--- src/rtl/ebp_defs.svh ---
// register offsets, field positions, reset values and timing counts of the bridge pwm unit
// assumes a 32-bit avalon-mm slave with byte addresses, one aligned word per register
`ifndef EBP_DEFS_SVH
`define EBP_DEFS_SVH

`define EBP_REG_CTRL        8'h00
`define EBP_REG_DUTY_RELOAD 8'h04
`define EBP_REG_DUTY_ACTIVE 8'h08
`define EBP_REG_PERIOD      8'h0c
`define EBP_REG_DEADBAND    8'h10
`define EBP_REG_TSEL        8'h14
`define EBP_REG_TCTRL       8'h18
`define EBP_REG_CMP         8'h1c
`define EBP_REG_T16A        8'h20
`define EBP_REG_T16B        8'h24
`define EBP_REG_STATUS      8'h28
`define EBP_REG_ALT_PERIOD  8'h2c
`define EBP_REG_PINDIR      8'h30

`define EBP_CTRL_RST        8'h00
`define EBP_PERIOD_RST      8'hff
`define EBP_PINDIR_RST      4'hf
`define EBP_TCTRL_RST       10'h000

`define EBP_MODE_CMP_SWI    4'ha
`define EBP_MODE_SPECIAL    4'hb
`define EBP_MODE_PWM_HI     2'h3
`define EBP_MODE_CMP_HI     2'h2

`define EBP_STAT_CMP        0
`define EBP_STAT_OVF_A      1
`define EBP_STAT_OVF_B      2
`define EBP_STAT_POST       3

`define EBP_QCYC_LAST       2'h3
`define EBP_PRE_MAX_1       4'h0
`define EBP_PRE_MAX_4       4'h3
`define EBP_PRE_MAX_16      4'hf
`define EBP_DB_MAX          7'h7f
`define EBP_DB_CNT_MAX      9'h1ff
`define EBP_DELAY_TAPS      4

`endif

--- src/rtl/ebp_pkg.sv ---
// types shared by the bridge pwm unit
// field layouts follow the constants in ebp_defs.svh
package ebp_pkg;

	// unit control register layout
	typedef struct packed {
		logic [1:0] out_cfg;
		logic [1:0] duty_lsb;
		logic [3:0] mode;
	} ebp_ctrl_type;

	// output configuration codes
	typedef enum logic [1:0] {
		EBP_CFG_SINGLE = 2'h0,
		EBP_CFG_FWD    = 2'h1,
		EBP_CFG_HALF   = 2'h2,
		EBP_CFG_REV    = 2'h3
	} ebp_cfg_type;

	// four bridge outputs
	typedef struct packed {
		logic a;
		logic b;
		logic c;
		logic d;
	} ebp_bridge_type;

	// avalon-mm slave request
	typedef struct packed {
		logic [7:0]  address;
		logic        read;
		logic        write;
		logic [3:0]  byteenable;
		logic [31:0] writedata;
	} ebp_avs_req_type;

	// bus answer sequencer
	typedef enum logic [1:0] {
		EBP_BUS_IDLE = 2'b01,
		EBP_BUS_ACK  = 2'b10
	} ebp_bus_type;

endpackage

--- src/rtl/ebp_top.sv ---
// enhanced capture/compare/pwm unit with bridge outputs and special event trigger
// assumes an avalon-mm master on MCLK; MCLK is the oscillator, one instruction cycle is 4 MCLK
`timescale 1ns/1ns
`include "ebp_defs.svh"

module ebp_top #(
	parameter int UNIT_INDEX = 1
) (
	// clock and reset
	input  wire logic                    MCLK,
	input  wire logic                    RESET,
	// avalon-mm slave
	input  wire ebp_pkg::ebp_avs_req_type AVS_REQ,
	output logic [31:0]                  AVS_READDATA,
	output logic                         AVS_WAITREQUEST,
	// converter link
	input  wire logic                    ADC_ENABLE,
	output logic                         ADC_START,
	// bridge drivers
	output ebp_pkg::ebp_bridge_type      BRIDGE_OUT,
	output ebp_pkg::ebp_bridge_type      BRIDGE_OE
);
	import ebp_pkg::*;

	localparam logic HAS_TRIG = (UNIT_INDEX == 1) || (UNIT_INDEX == 2);
	localparam logic HAS_ADC  = (UNIT_INDEX == 2);

	// bus and software registers
	ebp_bus_type    bus_q;
	ebp_ctrl_type   ctrl_q;
	logic [7:0]     reload_q;
	logic [7:0]     period_q;
	logic [7:0]     alt_period_q;
	logic [6:0]     db_reg_q;
	logic [1:0]     tsel_q;
	logic [9:0]     tctrl_q;
	logic [15:0]    cmp_q;
	logic [3:0]     pindir_q;
	logic [3:0]     status_q;
	logic [31:0]    rdata_q;

	// timing state
	logic [1:0]     qcyc_q;
	logic [3:0]     presc_q;
	logic [7:0]     tmr_p_q;
	logic [7:0]     tmr_alt_q;
	logic [3:0]     post_q;
	logic [15:0]    t16a_q;
	logic [15:0]    t16b_q;
	logic           match_prev_q;
	logic           adc_q;

	// pwm state
	ebp_ctrl_type   sh_ctrl_q;
	logic [9:0]     duty_act_q;
	logic           run_q;
	logic           raw_q;
	logic [`EBP_DELAY_TAPS-1:0] lag_q;
	logic           mod_prev_q;
	logic [8:0]     db_cnt_q;
	logic [6:0]     db_act_q;
	ebp_bridge_type out_q;

	// merge a write into a register by byte lane
	function automatic logic [15:0] lane_merge(input logic [15:0] old, input logic [31:0] wd,
			input logic [3:0] be);
		lane_merge = {be[1] ? wd[15:8] : old[15:8], be[0] ? wd[7:0] : old[7:0]};
	endfunction

	// bus decode
	wire logic        acc     = AVS_REQ.read | AVS_REQ.write;
	wire logic        ack     = acc & (bus_q == EBP_BUS_ACK);
	wire logic        wr      = AVS_REQ.write & ack;
	wire logic [7:0]  adr     = AVS_REQ.address;
	wire logic [31:0] wd      = AVS_REQ.writedata;
	wire logic [3:0]  be      = AVS_REQ.byteenable;
	wire logic        wr_lo   = wr & be[0];
	wire logic [15:0] t16a_wr = lane_merge(t16a_q, wd, be);
	wire logic [15:0] t16b_wr = lane_merge(t16b_q, wd, be);
	wire logic [15:0] cmp_wr  = lane_merge(cmp_q, wd, be);

	// prescale, period-timer and postscale control
	wire logic [1:0] pre_sel  = tctrl_q[1:0];
	wire logic       ptmr_run = tctrl_q[2];
	wire logic [3:0] post_max = tctrl_q[6:3];
	wire logic       t16a_run = tctrl_q[7];
	wire logic       t16b_run = tctrl_q[8];

	// instruction cycle and prescaled tick
	wire logic       icyc    = (qcyc_q == `EBP_QCYC_LAST);
	wire logic [3:0] pre_max = (pre_sel == 2'h0) ? `EBP_PRE_MAX_1 :
		(pre_sel == 2'h1) ? `EBP_PRE_MAX_4 : `EBP_PRE_MAX_16;
	wire logic       ptick   = icyc & (presc_q == pre_max) & ptmr_run;

	wire logic       use_alt  = tsel_q[0];
	wire logic [7:0] pt       = use_alt ? tmr_alt_q : tmr_p_q;
	wire logic [7:0] plim     = use_alt ? alt_period_q : period_q;
	wire logic       wrap_p   = ptick & (tmr_p_q == period_q);
	wire logic       wrap_alt = ptick & (tmr_alt_q == alt_period_q);
	wire logic       boundary = ptick & (pt == plim);

	// quarter cycle or prescaler bits extend the timer
	wire logic [1:0] ext     = (pre_sel == 2'h0) ? qcyc_q :
		(pre_sel == 2'h1) ? presc_q[1:0] : presc_q[3:2];
	// a duty above the period never matches
	wire logic       duty_hit = (duty_act_q == {pt, ext});
	// a registered clear would add one cycle, so the match itself ends the pulse
	wire logic       raw_now  = raw_q & ~duty_hit;
	wire logic [9:0] duty_new = {reload_q, ctrl_q.duty_lsb};
	wire logic       pwm_mode = (ctrl_q.mode[3:2] == `EBP_MODE_PWM_HI);

	// compare and special trigger
	wire logic [15:0] cmp_tmr   = tsel_q[1] ? t16b_q : t16a_q;
	wire logic        match_now = (cmp_tmr == cmp_q);
	wire logic        cmp_mode  = (ctrl_q.mode[3:2] == `EBP_MODE_CMP_HI);
	wire logic        cmp_hit   = cmp_mode & match_now & ~match_prev_q;
	// units without trigger only flag the compare
	wire logic        trig      = cmp_hit & (ctrl_q.mode == `EBP_MODE_SPECIAL) & HAS_TRIG;
	wire logic        clr_a     = trig & ~tsel_q[1];
	wire logic        clr_b     = trig & tsel_q[1];
	wire logic        ovf_a     = t16a_run & icyc & (t16a_q == 16'hffff) & ~clr_a;
	wire logic        ovf_b     = t16b_run & icyc & (t16b_q == 16'hffff) & ~clr_b;
	wire logic        post_hit  = wrap_p & (post_q == post_max);

	// enhanced configurations lag by one instruction cycle
	wire logic mod   = (sh_ctrl_q.out_cfg == EBP_CFG_SINGLE) ? raw_now : lag_q[`EBP_DELAY_TAPS-1];
	// rising edges wait for the dead-band count
	// counted in oscillator cycles so the delay does not depend on the quarter-cycle phase
	wire logic settled = (mod == mod_prev_q) & (db_cnt_q >= {db_act_q, 2'b00}) | (db_act_q == 7'h00);
	// an output whose dead band outlasts its active time never rises
	wire logic hb_a  = mod & settled;
	wire logic hb_b  = ~mod & settled;

	// polarity from mode bits 1:0, a and c use bit 1, b and d bit 0
	wire logic inv_ac = sh_ctrl_q.mode[1];
	wire logic inv_bd = sh_ctrl_q.mode[0];
	ebp_bridge_type act;
	always_comb begin
		act = '0;
		case (sh_ctrl_q.out_cfg)
			EBP_CFG_SINGLE: begin
				act.a = mod;
			end
			EBP_CFG_HALF: begin
				act.a = hb_a;
				act.b = hb_b;
			end
			EBP_CFG_FWD: begin
				act.a = 1'b1;
				act.d = mod;
			end
			EBP_CFG_REV: begin
				act.c = 1'b1;
				act.b = mod;
			end
			default: begin
				act = '0;
			end
		endcase
		if (!run_q)
			act = '0;
	end
	wire ebp_bridge_type out_d = {act.a ^ inv_ac, act.b ^ inv_bd, act.c ^ inv_ac, act.d ^ inv_bd};

	// read mux
	logic [31:0] rdata_d;
	always_comb begin
		case (adr)
			`EBP_REG_CTRL:        rdata_d = {24'h000000, ctrl_q};
			`EBP_REG_DUTY_RELOAD: rdata_d = {24'h000000, reload_q};
			`EBP_REG_DUTY_ACTIVE: rdata_d = {24'h000000, duty_act_q[9:2]};
			`EBP_REG_PERIOD:      rdata_d = {24'h000000, period_q};
			`EBP_REG_ALT_PERIOD:  rdata_d = {24'h000000, alt_period_q};
			`EBP_REG_DEADBAND:    rdata_d = {25'h0000000, db_reg_q};
			`EBP_REG_TSEL:        rdata_d = {30'h00000000, tsel_q};
			`EBP_REG_TCTRL:       rdata_d = {22'h000000, tctrl_q};
			`EBP_REG_CMP:         rdata_d = {16'h0000, cmp_q};
			`EBP_REG_T16A:        rdata_d = {16'h0000, t16a_q};
			`EBP_REG_T16B:        rdata_d = {16'h0000, t16b_q};
			`EBP_REG_STATUS:      rdata_d = {20'h00000, pt, 4'h0} | {28'h0000000, status_q};
			`EBP_REG_PINDIR:      rdata_d = {28'h0000000, pindir_q};
			default:              rdata_d = 32'h00000000;
		endcase
	end

	// one wait state on every access
	always_ff @(posedge MCLK) begin
		if (RESET)
			bus_q <= EBP_BUS_IDLE;
		else if (acc && bus_q == EBP_BUS_IDLE)
			bus_q <= EBP_BUS_ACK;
		else
			bus_q <= EBP_BUS_IDLE;
	end

	always_ff @(posedge MCLK) begin
		if (RESET)
			rdata_q <= 32'h00000000;
		else if (AVS_REQ.read && bus_q == EBP_BUS_IDLE)
			rdata_q <= rdata_d;
	end

	// software registers; duty reload writes are accepted at any time
	always_ff @(posedge MCLK) begin
		if (RESET) begin
			ctrl_q       <= `EBP_CTRL_RST;
			reload_q     <= 8'h00;
			period_q     <= `EBP_PERIOD_RST;
			alt_period_q <= `EBP_PERIOD_RST;
			db_reg_q     <= 7'h00;
			tsel_q       <= 2'h0;
			tctrl_q      <= `EBP_TCTRL_RST;
			cmp_q        <= 16'h0000;
			pindir_q     <= `EBP_PINDIR_RST;
		end else if (wr_lo) begin
			case (adr)
				`EBP_REG_CTRL:        ctrl_q       <= wd[7:0];
				`EBP_REG_DUTY_RELOAD: reload_q     <= wd[7:0];
				`EBP_REG_PERIOD:      period_q     <= wd[7:0];
				`EBP_REG_ALT_PERIOD:  alt_period_q <= wd[7:0];
				`EBP_REG_DEADBAND:    db_reg_q     <= wd[6:0];
				`EBP_REG_TSEL:        tsel_q       <= wd[1:0];
				`EBP_REG_PINDIR:      pindir_q     <= wd[3:0];
				default: begin
				end
			endcase
		end
		if (!RESET && wr && adr == `EBP_REG_TCTRL)
			tctrl_q <= {be[1] ? wd[9:8] : tctrl_q[9:8], be[0] ? wd[7:0] : tctrl_q[7:0]};
		if (!RESET && wr && adr == `EBP_REG_CMP)
			cmp_q <= cmp_wr;
	end

	// status flags: write one to clear, a new event in the same cycle wins
	always_ff @(posedge MCLK) begin
		if (RESET)
			status_q <= 4'h0;
		else begin
			status_q <= (wr_lo && adr == `EBP_REG_STATUS) ? (status_q & ~wd[3:0]) : status_q;
			if (cmp_hit)
				status_q[`EBP_STAT_CMP] <= 1'b1;
			if (ovf_a)
				status_q[`EBP_STAT_OVF_A] <= 1'b1;
			if (ovf_b)
				status_q[`EBP_STAT_OVF_B] <= 1'b1;
			if (post_hit)
				status_q[`EBP_STAT_POST] <= 1'b1;
		end
	end

	// quarter cycle, prescaler and the two 8-bit period timers
	always_ff @(posedge MCLK) begin
		if (RESET) begin
			qcyc_q    <= 2'h0;
			presc_q   <= 4'h0;
			tmr_p_q   <= 8'h00;
			tmr_alt_q <= 8'h00;
			post_q    <= 4'h0;
		end else begin
			qcyc_q <= qcyc_q + 2'h1;
			if (icyc)
				presc_q <= (presc_q >= pre_max) ? 4'h0 : presc_q + 4'h1;
			// timer clears on the increment after the limit
			if (ptick)
				tmr_p_q <= wrap_p ? 8'h00 : tmr_p_q + 8'h01;
			if (ptick)
				tmr_alt_q <= wrap_alt ? 8'h00 : tmr_alt_q + 8'h01;
			if (wrap_p)
				post_q <= post_hit ? 4'h0 : post_q + 4'h1;
		end
	end

	// 16-bit timers: software write, then trigger clear, then count
	always_ff @(posedge MCLK) begin
		if (RESET) begin
			t16a_q <= 16'h0000;
			t16b_q <= 16'h0000;
		end else begin
			if (wr && adr == `EBP_REG_T16A)
				t16a_q <= t16a_wr;
			// no overflow flag from this clear
			else if (clr_a)
				t16a_q <= 16'h0000;
			else if (t16a_run && icyc)
				t16a_q <= t16a_q + 16'h0001;
			if (wr && adr == `EBP_REG_T16B)
				t16b_q <= t16b_wr;
			else if (clr_b)
				t16b_q <= 16'h0000;
			else if (t16b_run && icyc)
				t16b_q <= t16b_q + 16'h0001;
		end
	end

	// compare edge and converter start pulse
	always_ff @(posedge MCLK) begin
		if (RESET) begin
			match_prev_q <= 1'b0;
			adc_q        <= 1'b0;
		end else begin
			match_prev_q <= match_now;
			// conversion start only from the second unit, converter enabled
			adc_q        <= trig & HAS_ADC & ADC_ENABLE;
		end
	end

	// pwm shadow registers and raw waveform
	always_ff @(posedge MCLK) begin
		if (RESET) begin
			sh_ctrl_q  <= `EBP_CTRL_RST;
			duty_act_q <= 10'h000;
			run_q      <= 1'b0;
			raw_q      <= 1'b0;
		end else if (boundary) begin
			// controls take effect only at the period boundary
			sh_ctrl_q  <= ctrl_q;
			// active duty loads at a period match, or from an active duty write outside pwm mode
			duty_act_q <= duty_new;
			run_q      <= pwm_mode;
			// output set in pwm mode unless the new duty is zero
			raw_q      <= pwm_mode & (duty_new != 10'h000);
		end else begin
			if (!pwm_mode && wr_lo && adr == `EBP_REG_DUTY_ACTIVE)
				duty_act_q[9:2] <= wd[7:0];
			if (duty_hit)
				raw_q <= 1'b0;
		end
	end

	// lag line, dead-band counter and registered outputs
	always_ff @(posedge MCLK) begin
		if (RESET) begin
			lag_q      <= '0;
			mod_prev_q <= 1'b0;
			db_cnt_q   <= 9'h000;
			db_act_q   <= 7'h00;
			out_q      <= '0;
		end else begin
			lag_q      <= {lag_q[`EBP_DELAY_TAPS-2:0], raw_now};
			mod_prev_q <= mod;
			if (mod != mod_prev_q)
				db_cnt_q <= 9'h001;
			else if (db_cnt_q != `EBP_DB_CNT_MAX)
				db_cnt_q <= db_cnt_q + 9'h001;
			// dead band loads at every period boundary and at the duty match that ends the pulse
			if (boundary || (duty_hit && raw_q))
				db_act_q <= db_reg_q;
			out_q <= out_d;
		end
	end

	// outputs
	assign AVS_WAITREQUEST = acc & ~ack;
	assign AVS_READDATA    = rdata_q;
	assign ADC_START       = adc_q;
	assign BRIDGE_OUT      = out_q;
	// a cleared direction bit turns the pin into an output
	assign BRIDGE_OE       = {~pindir_q[0], ~pindir_q[1], ~pindir_q[2], ~pindir_q[3]};

endmodule

--- config.mk ---
export PLATFORM = sky130hd
export DESIGN_NAME = ebp_top
export DESIGN_NICKNAME = d
export VERILOG_FILES = /design/src/rtl/ebp_pkg.sv /design/src/rtl/ebp_top.sv
export VERILOG_INCLUDE_DIRS = /design/src /design/src/rtl
export SDC_FILE = /design/constraint.sdc
export NUM_CORES = 1
export LEC_CHECK = 0
export ABC_CLOCK_PERIOD_IN_PS = 2850
export BUFFER_PORTS_ARGS = -buffer_cell sky130_fd_sc_hd__buf_4
export CORE_ASPECT_RATIO = 1.2
export CORE_MARGIN = 2
export CORE_UTILIZATION = 54
export CTS_CLUSTER_DIAMETER = 40
export DETAILED_ROUTE_END_ITERATION = 12
export HOLD_SLACK_MARGIN = 0.15
export PLACE_DENSITY_LB_ADDON = 0.12
export SLEW_MARGIN = 10
export SYNTH_ARGS = -nofsm -noshare
export SYNTH_HDL_FRONTEND = slang
export SYNTH_SLANG_ARGS = --single-unit
--- constraint.sdc ---
create_clock -name MCLK -period 2.85 [get_ports MCLK]
set_clock_uncertainty 0.1 [all_clocks]
set_input_delay 0.1425 -clock MCLK [delete_from_list [all_inputs] [get_ports MCLK]]
set_output_delay 0.1425 -clock MCLK [all_outputs]
set_load 0.02 [all_outputs]
==> metrics.md <==
| Metric | Value |
|---|---|
| Status | complete, but fails checks |
| Failing checks | setup timing |
| Vias in the first global route | 9,413 |
| Filler cells | 1,492 |
| CP Launch Type | flip-flop |
| Gpl congestion | 1.002 |
| First DRT Iteration DRCs | 806 |
| Worst VDD drop | 0.0004606 V |
| Final ANT Viol Nets | 0 |
| Critical setup path kind | flip-flop to flip-flop |
| Routed wire length per instance | 21.12 um |
| Slew HR | 0.5512 |
| Area occupied by multi-input gates | 6309 um^2 |
| Die height | 156.5 um |
| Register area | 4131 um^2 |
| Largest net degree at the start of global routing | 88 |
| Die area | 20,500 um^2 |
| Part of the cycle the worst path needs | 1.016 |
| Total global routing overflow | 0 |
| Share of cells above drive strength 1 | 0.2156 |
| Die X | 131.0 um |
| Overall global routing resource usage | 0.3450 |
| CTS tree | done |
| # DRC | 0 |
| Library cells used by synthesis | 73 |
| Syn Area/Cell | 8.407 um^2 |
| H-tree depth | 4 |
| Area leader, netlist | dfxtp_1 |
| HP Class | input port to flip-flop |
| Most common cell in the netlist | dfxtp_1 |
| Starting Density | 0.5527 |
| Gate Count Post-Synth | 1,244 |
| CP max stage cell | o41a_4 |
| Final hold violation count | 0 |
| Clk pin slew, worst setup/hold paths | 80 ps |
| I/O Buffers | 54 |
| I/O pins | 91 |
| Non-Filler Cell Area, Final | 13,120 um^2 |
| Final worst setup slack | -44.28 ps |
| Mapped Area | 10,460 um^2 |
| Crit path time final | 2894 ps |
| Crit-path max FO | 12 |
| Post-synthesis sequential area ratio | 0.3943 |
| Clock Latency Late Sink | 450 ps |
| P per Cell Area | 433.0 nW/um^2 |
| Num CTS Buffers | 17 |
| HPWL after DPL | 24,920 um |
| Slew @ Worst Pin | 667.0 ps |
| Yosys reg bits | 193 |
| Core Area | 18,920 um^2 |
| CP cell instances | buf_12, mux2i_2, xnor2_1, nor4_2, nand4_2, buf_6, o41a_4, a21oi_4, buf_12, nor2_1, a211oi_2 |
| Clock Path Buffers | 2 |
| 1st-pass router iterations | 8 |
| Commonest cells post-synth | 167 x dfxtp_1, 159 x nor2_1, 128 x nand2_1 |
| Main synth FF type | dfxtp_1 |
| Main area contributors after synthesis | dfxtp_1 32%, edfxtp_1 7.5%, nor2_1 5.7% |
| Post-DP Area | 11,660 um^2 |
| Setup crit end kind | flip-flop |
| Ys async rst share | 0 |
| Slowest Stage Delay on Critical Path | 530 ps |
| First-pass GRT wire length | 53,040 um |
| Leakage | 0.005023 uW |
| Vias per inst | 6.077 |
| Clk sink count | 193 |
| CTS Root Cell | clkbuf_16 |
| CP most frequent cell | buf_12 |
| EDFF count, synth | 26 |
| Initial antenna violation count | 0 |
| Total Nets Final | 1,444 |
| Via count | 9,985 |
| Total detailed-routing wirelength | 34,710 um |
| WP data required | 3120 ps |
| RSZ-0062 raised after global routing | true |
| Max-Cap Viols | 0 |
| Ys Warns | 0 |
| Area delta synth->final | 25.47% |
| Fmax | 0.3455 GHz |
| Site Rows | 55 |
| Synth top area share | 0.3197 |
| Final core utilization | 0.6934 |
| Max-slew violation count | 0 |
| Antenna cells | 0 |
| Final setup fails | 13 |
| Worst Path Arrival | 3160 ps |
==> critical path, delay by kind of cell, from the launching register on <==
kind	cells	cell delay [ps]
AO/OA/AOI/OAI	3	900
AND/OR/NAND/NOR	3	590
buffers and inverters	3	490
flip-flops	1	400
multiplexers	1	220
XOR/XNOR	1	110
==> cells in the final DEF (no fill, tap or decap), types with 14 or more instances in the layout <==
cell and count:
clkbuf_16 18, dlygate4sd3_1 21, and2_1 32, ha_1 21, nand3_1 57, edfxtp_1 26, dfxtp_1 165, inv_1 29
nor2_1 146, xnor2_1 50, and3_1 22, buf_4 157, nor3_1 18, nand2_1 127, o21ai_0 14, a21oi_1 87
a22oi_1 40, conb_1 17, nand3b_1 20, xor2_1 34, mux2i_1 47
==> cell type report <==
cell class,count,area share
clock inverter,12,0.01096
timing repair buffer,194,0.1243
tap,256,0.02441
inverter,29,0.008295
multi-input combinational,939,0.4807
clock buffer,20,0.03642
sequential,193,0.3148
==> state kept, by name (all words and copies together), names as in the netlist, 7 cells and up <==
| signal | count |
|---|---|
| tmr_alt_q | 8 |
| t16a_q | 16 |
| period_q | 8 |
| tmr_p_q | 8 |
| db_act_q | 7 |
| alt_period_q | 8 |
| reload_q | 8 |
| duty_act_q | 10 |
| db_cnt_q | 9 |
| t16b_q | 16 |
| db_reg_q | 7 |
| ctrl_q | 8 |
| cmp_q | 16 |
| tctrl_q | 10 |
| AVS_READDATA | 16 |
==> per-stage QoR <==
| step | instances | worst slack, ps | hold slack, ps | TNS, ps | power [uW] |
|---|---|---|---|---|---|
| after floorplan | 1260 | 16.05 | 187.0 | 0 | 3046 |
| after global placement | 1575 | -131.4 | 318.9 | -1380 | 3167 |
| after detailed placement | 1575 | -123.8 | 323.1 | -2264 | 3170 |
| after CTS | 1633 | 0.7596 | 173.9 | 0 | 5679 |
| after global routing | 1643 | -173.2 | 212.3 | -3160 | 5836 |
| final | 1643 | -44.28 | 186.2 | -227.3 | 5683 |
==> where the power goes <==
part | leakage, uW | internal [uW] | switching, uW
clock | 0.000309 | 1410 | 1120
combinational | 0.00310 | 131 | 225
sequential | 0.00162 | 2780 | 24.7
==> per-layer routing <==
metal / routed length, um / GRT usage
met3: 1809 / 0.04786
met4: 3026 / 0.2558
met2: 16680 / 0.5662
met1: 13190 / 0.4062
met5: 0 / 0
==> cell families (layout without fill, tap and decap cells) <==
family	count (synthesis)	in the layout	synth area share
xor+xnor	86	86	0.07202
mux	57	57	0.05479
other cells	1	17	0.0003586
buf+inv	128	255	0.05515
fa+ha+maj	21	21	0.02512
flops	193	193	0.3943
compound gates	240	240	0.1579
simple gates	518	518	0.2403
==> what timing repair did <==
action,4_1_cts,5_1_grt
buffers inserted,4,9
resized for setup,16,87
endpoints found under the hold margin,123,0
endpoints found under the setup margin,45,55
hold buffers,21,0
gates cloned,1,1
pin swaps,5,20
==> path summary, 6_finish.rpt <==
check / slack, ps / to / startpoint / cells past startpoint
max: -40 / t16b_q[2]$_SDFFE_PP0P_ / tsel_q[1]$_SDFFE_PP0P_ / 11
min: 190 / pindir_q[3]$_SDFFE_PP1P_ / AVS_REQ[42] / 4
max reg2reg: -40 / t16b_q[2]$_SDFFE_PP0P_ / tsel_q[1]$_SDFFE_PP0P_ / 11
min reg2reg: 340 / lag_q[2]$_SDFF_PP0_ / lag_q[1]$_SDFF_PP0_ / 1
(Power assumes the default switching activity.)
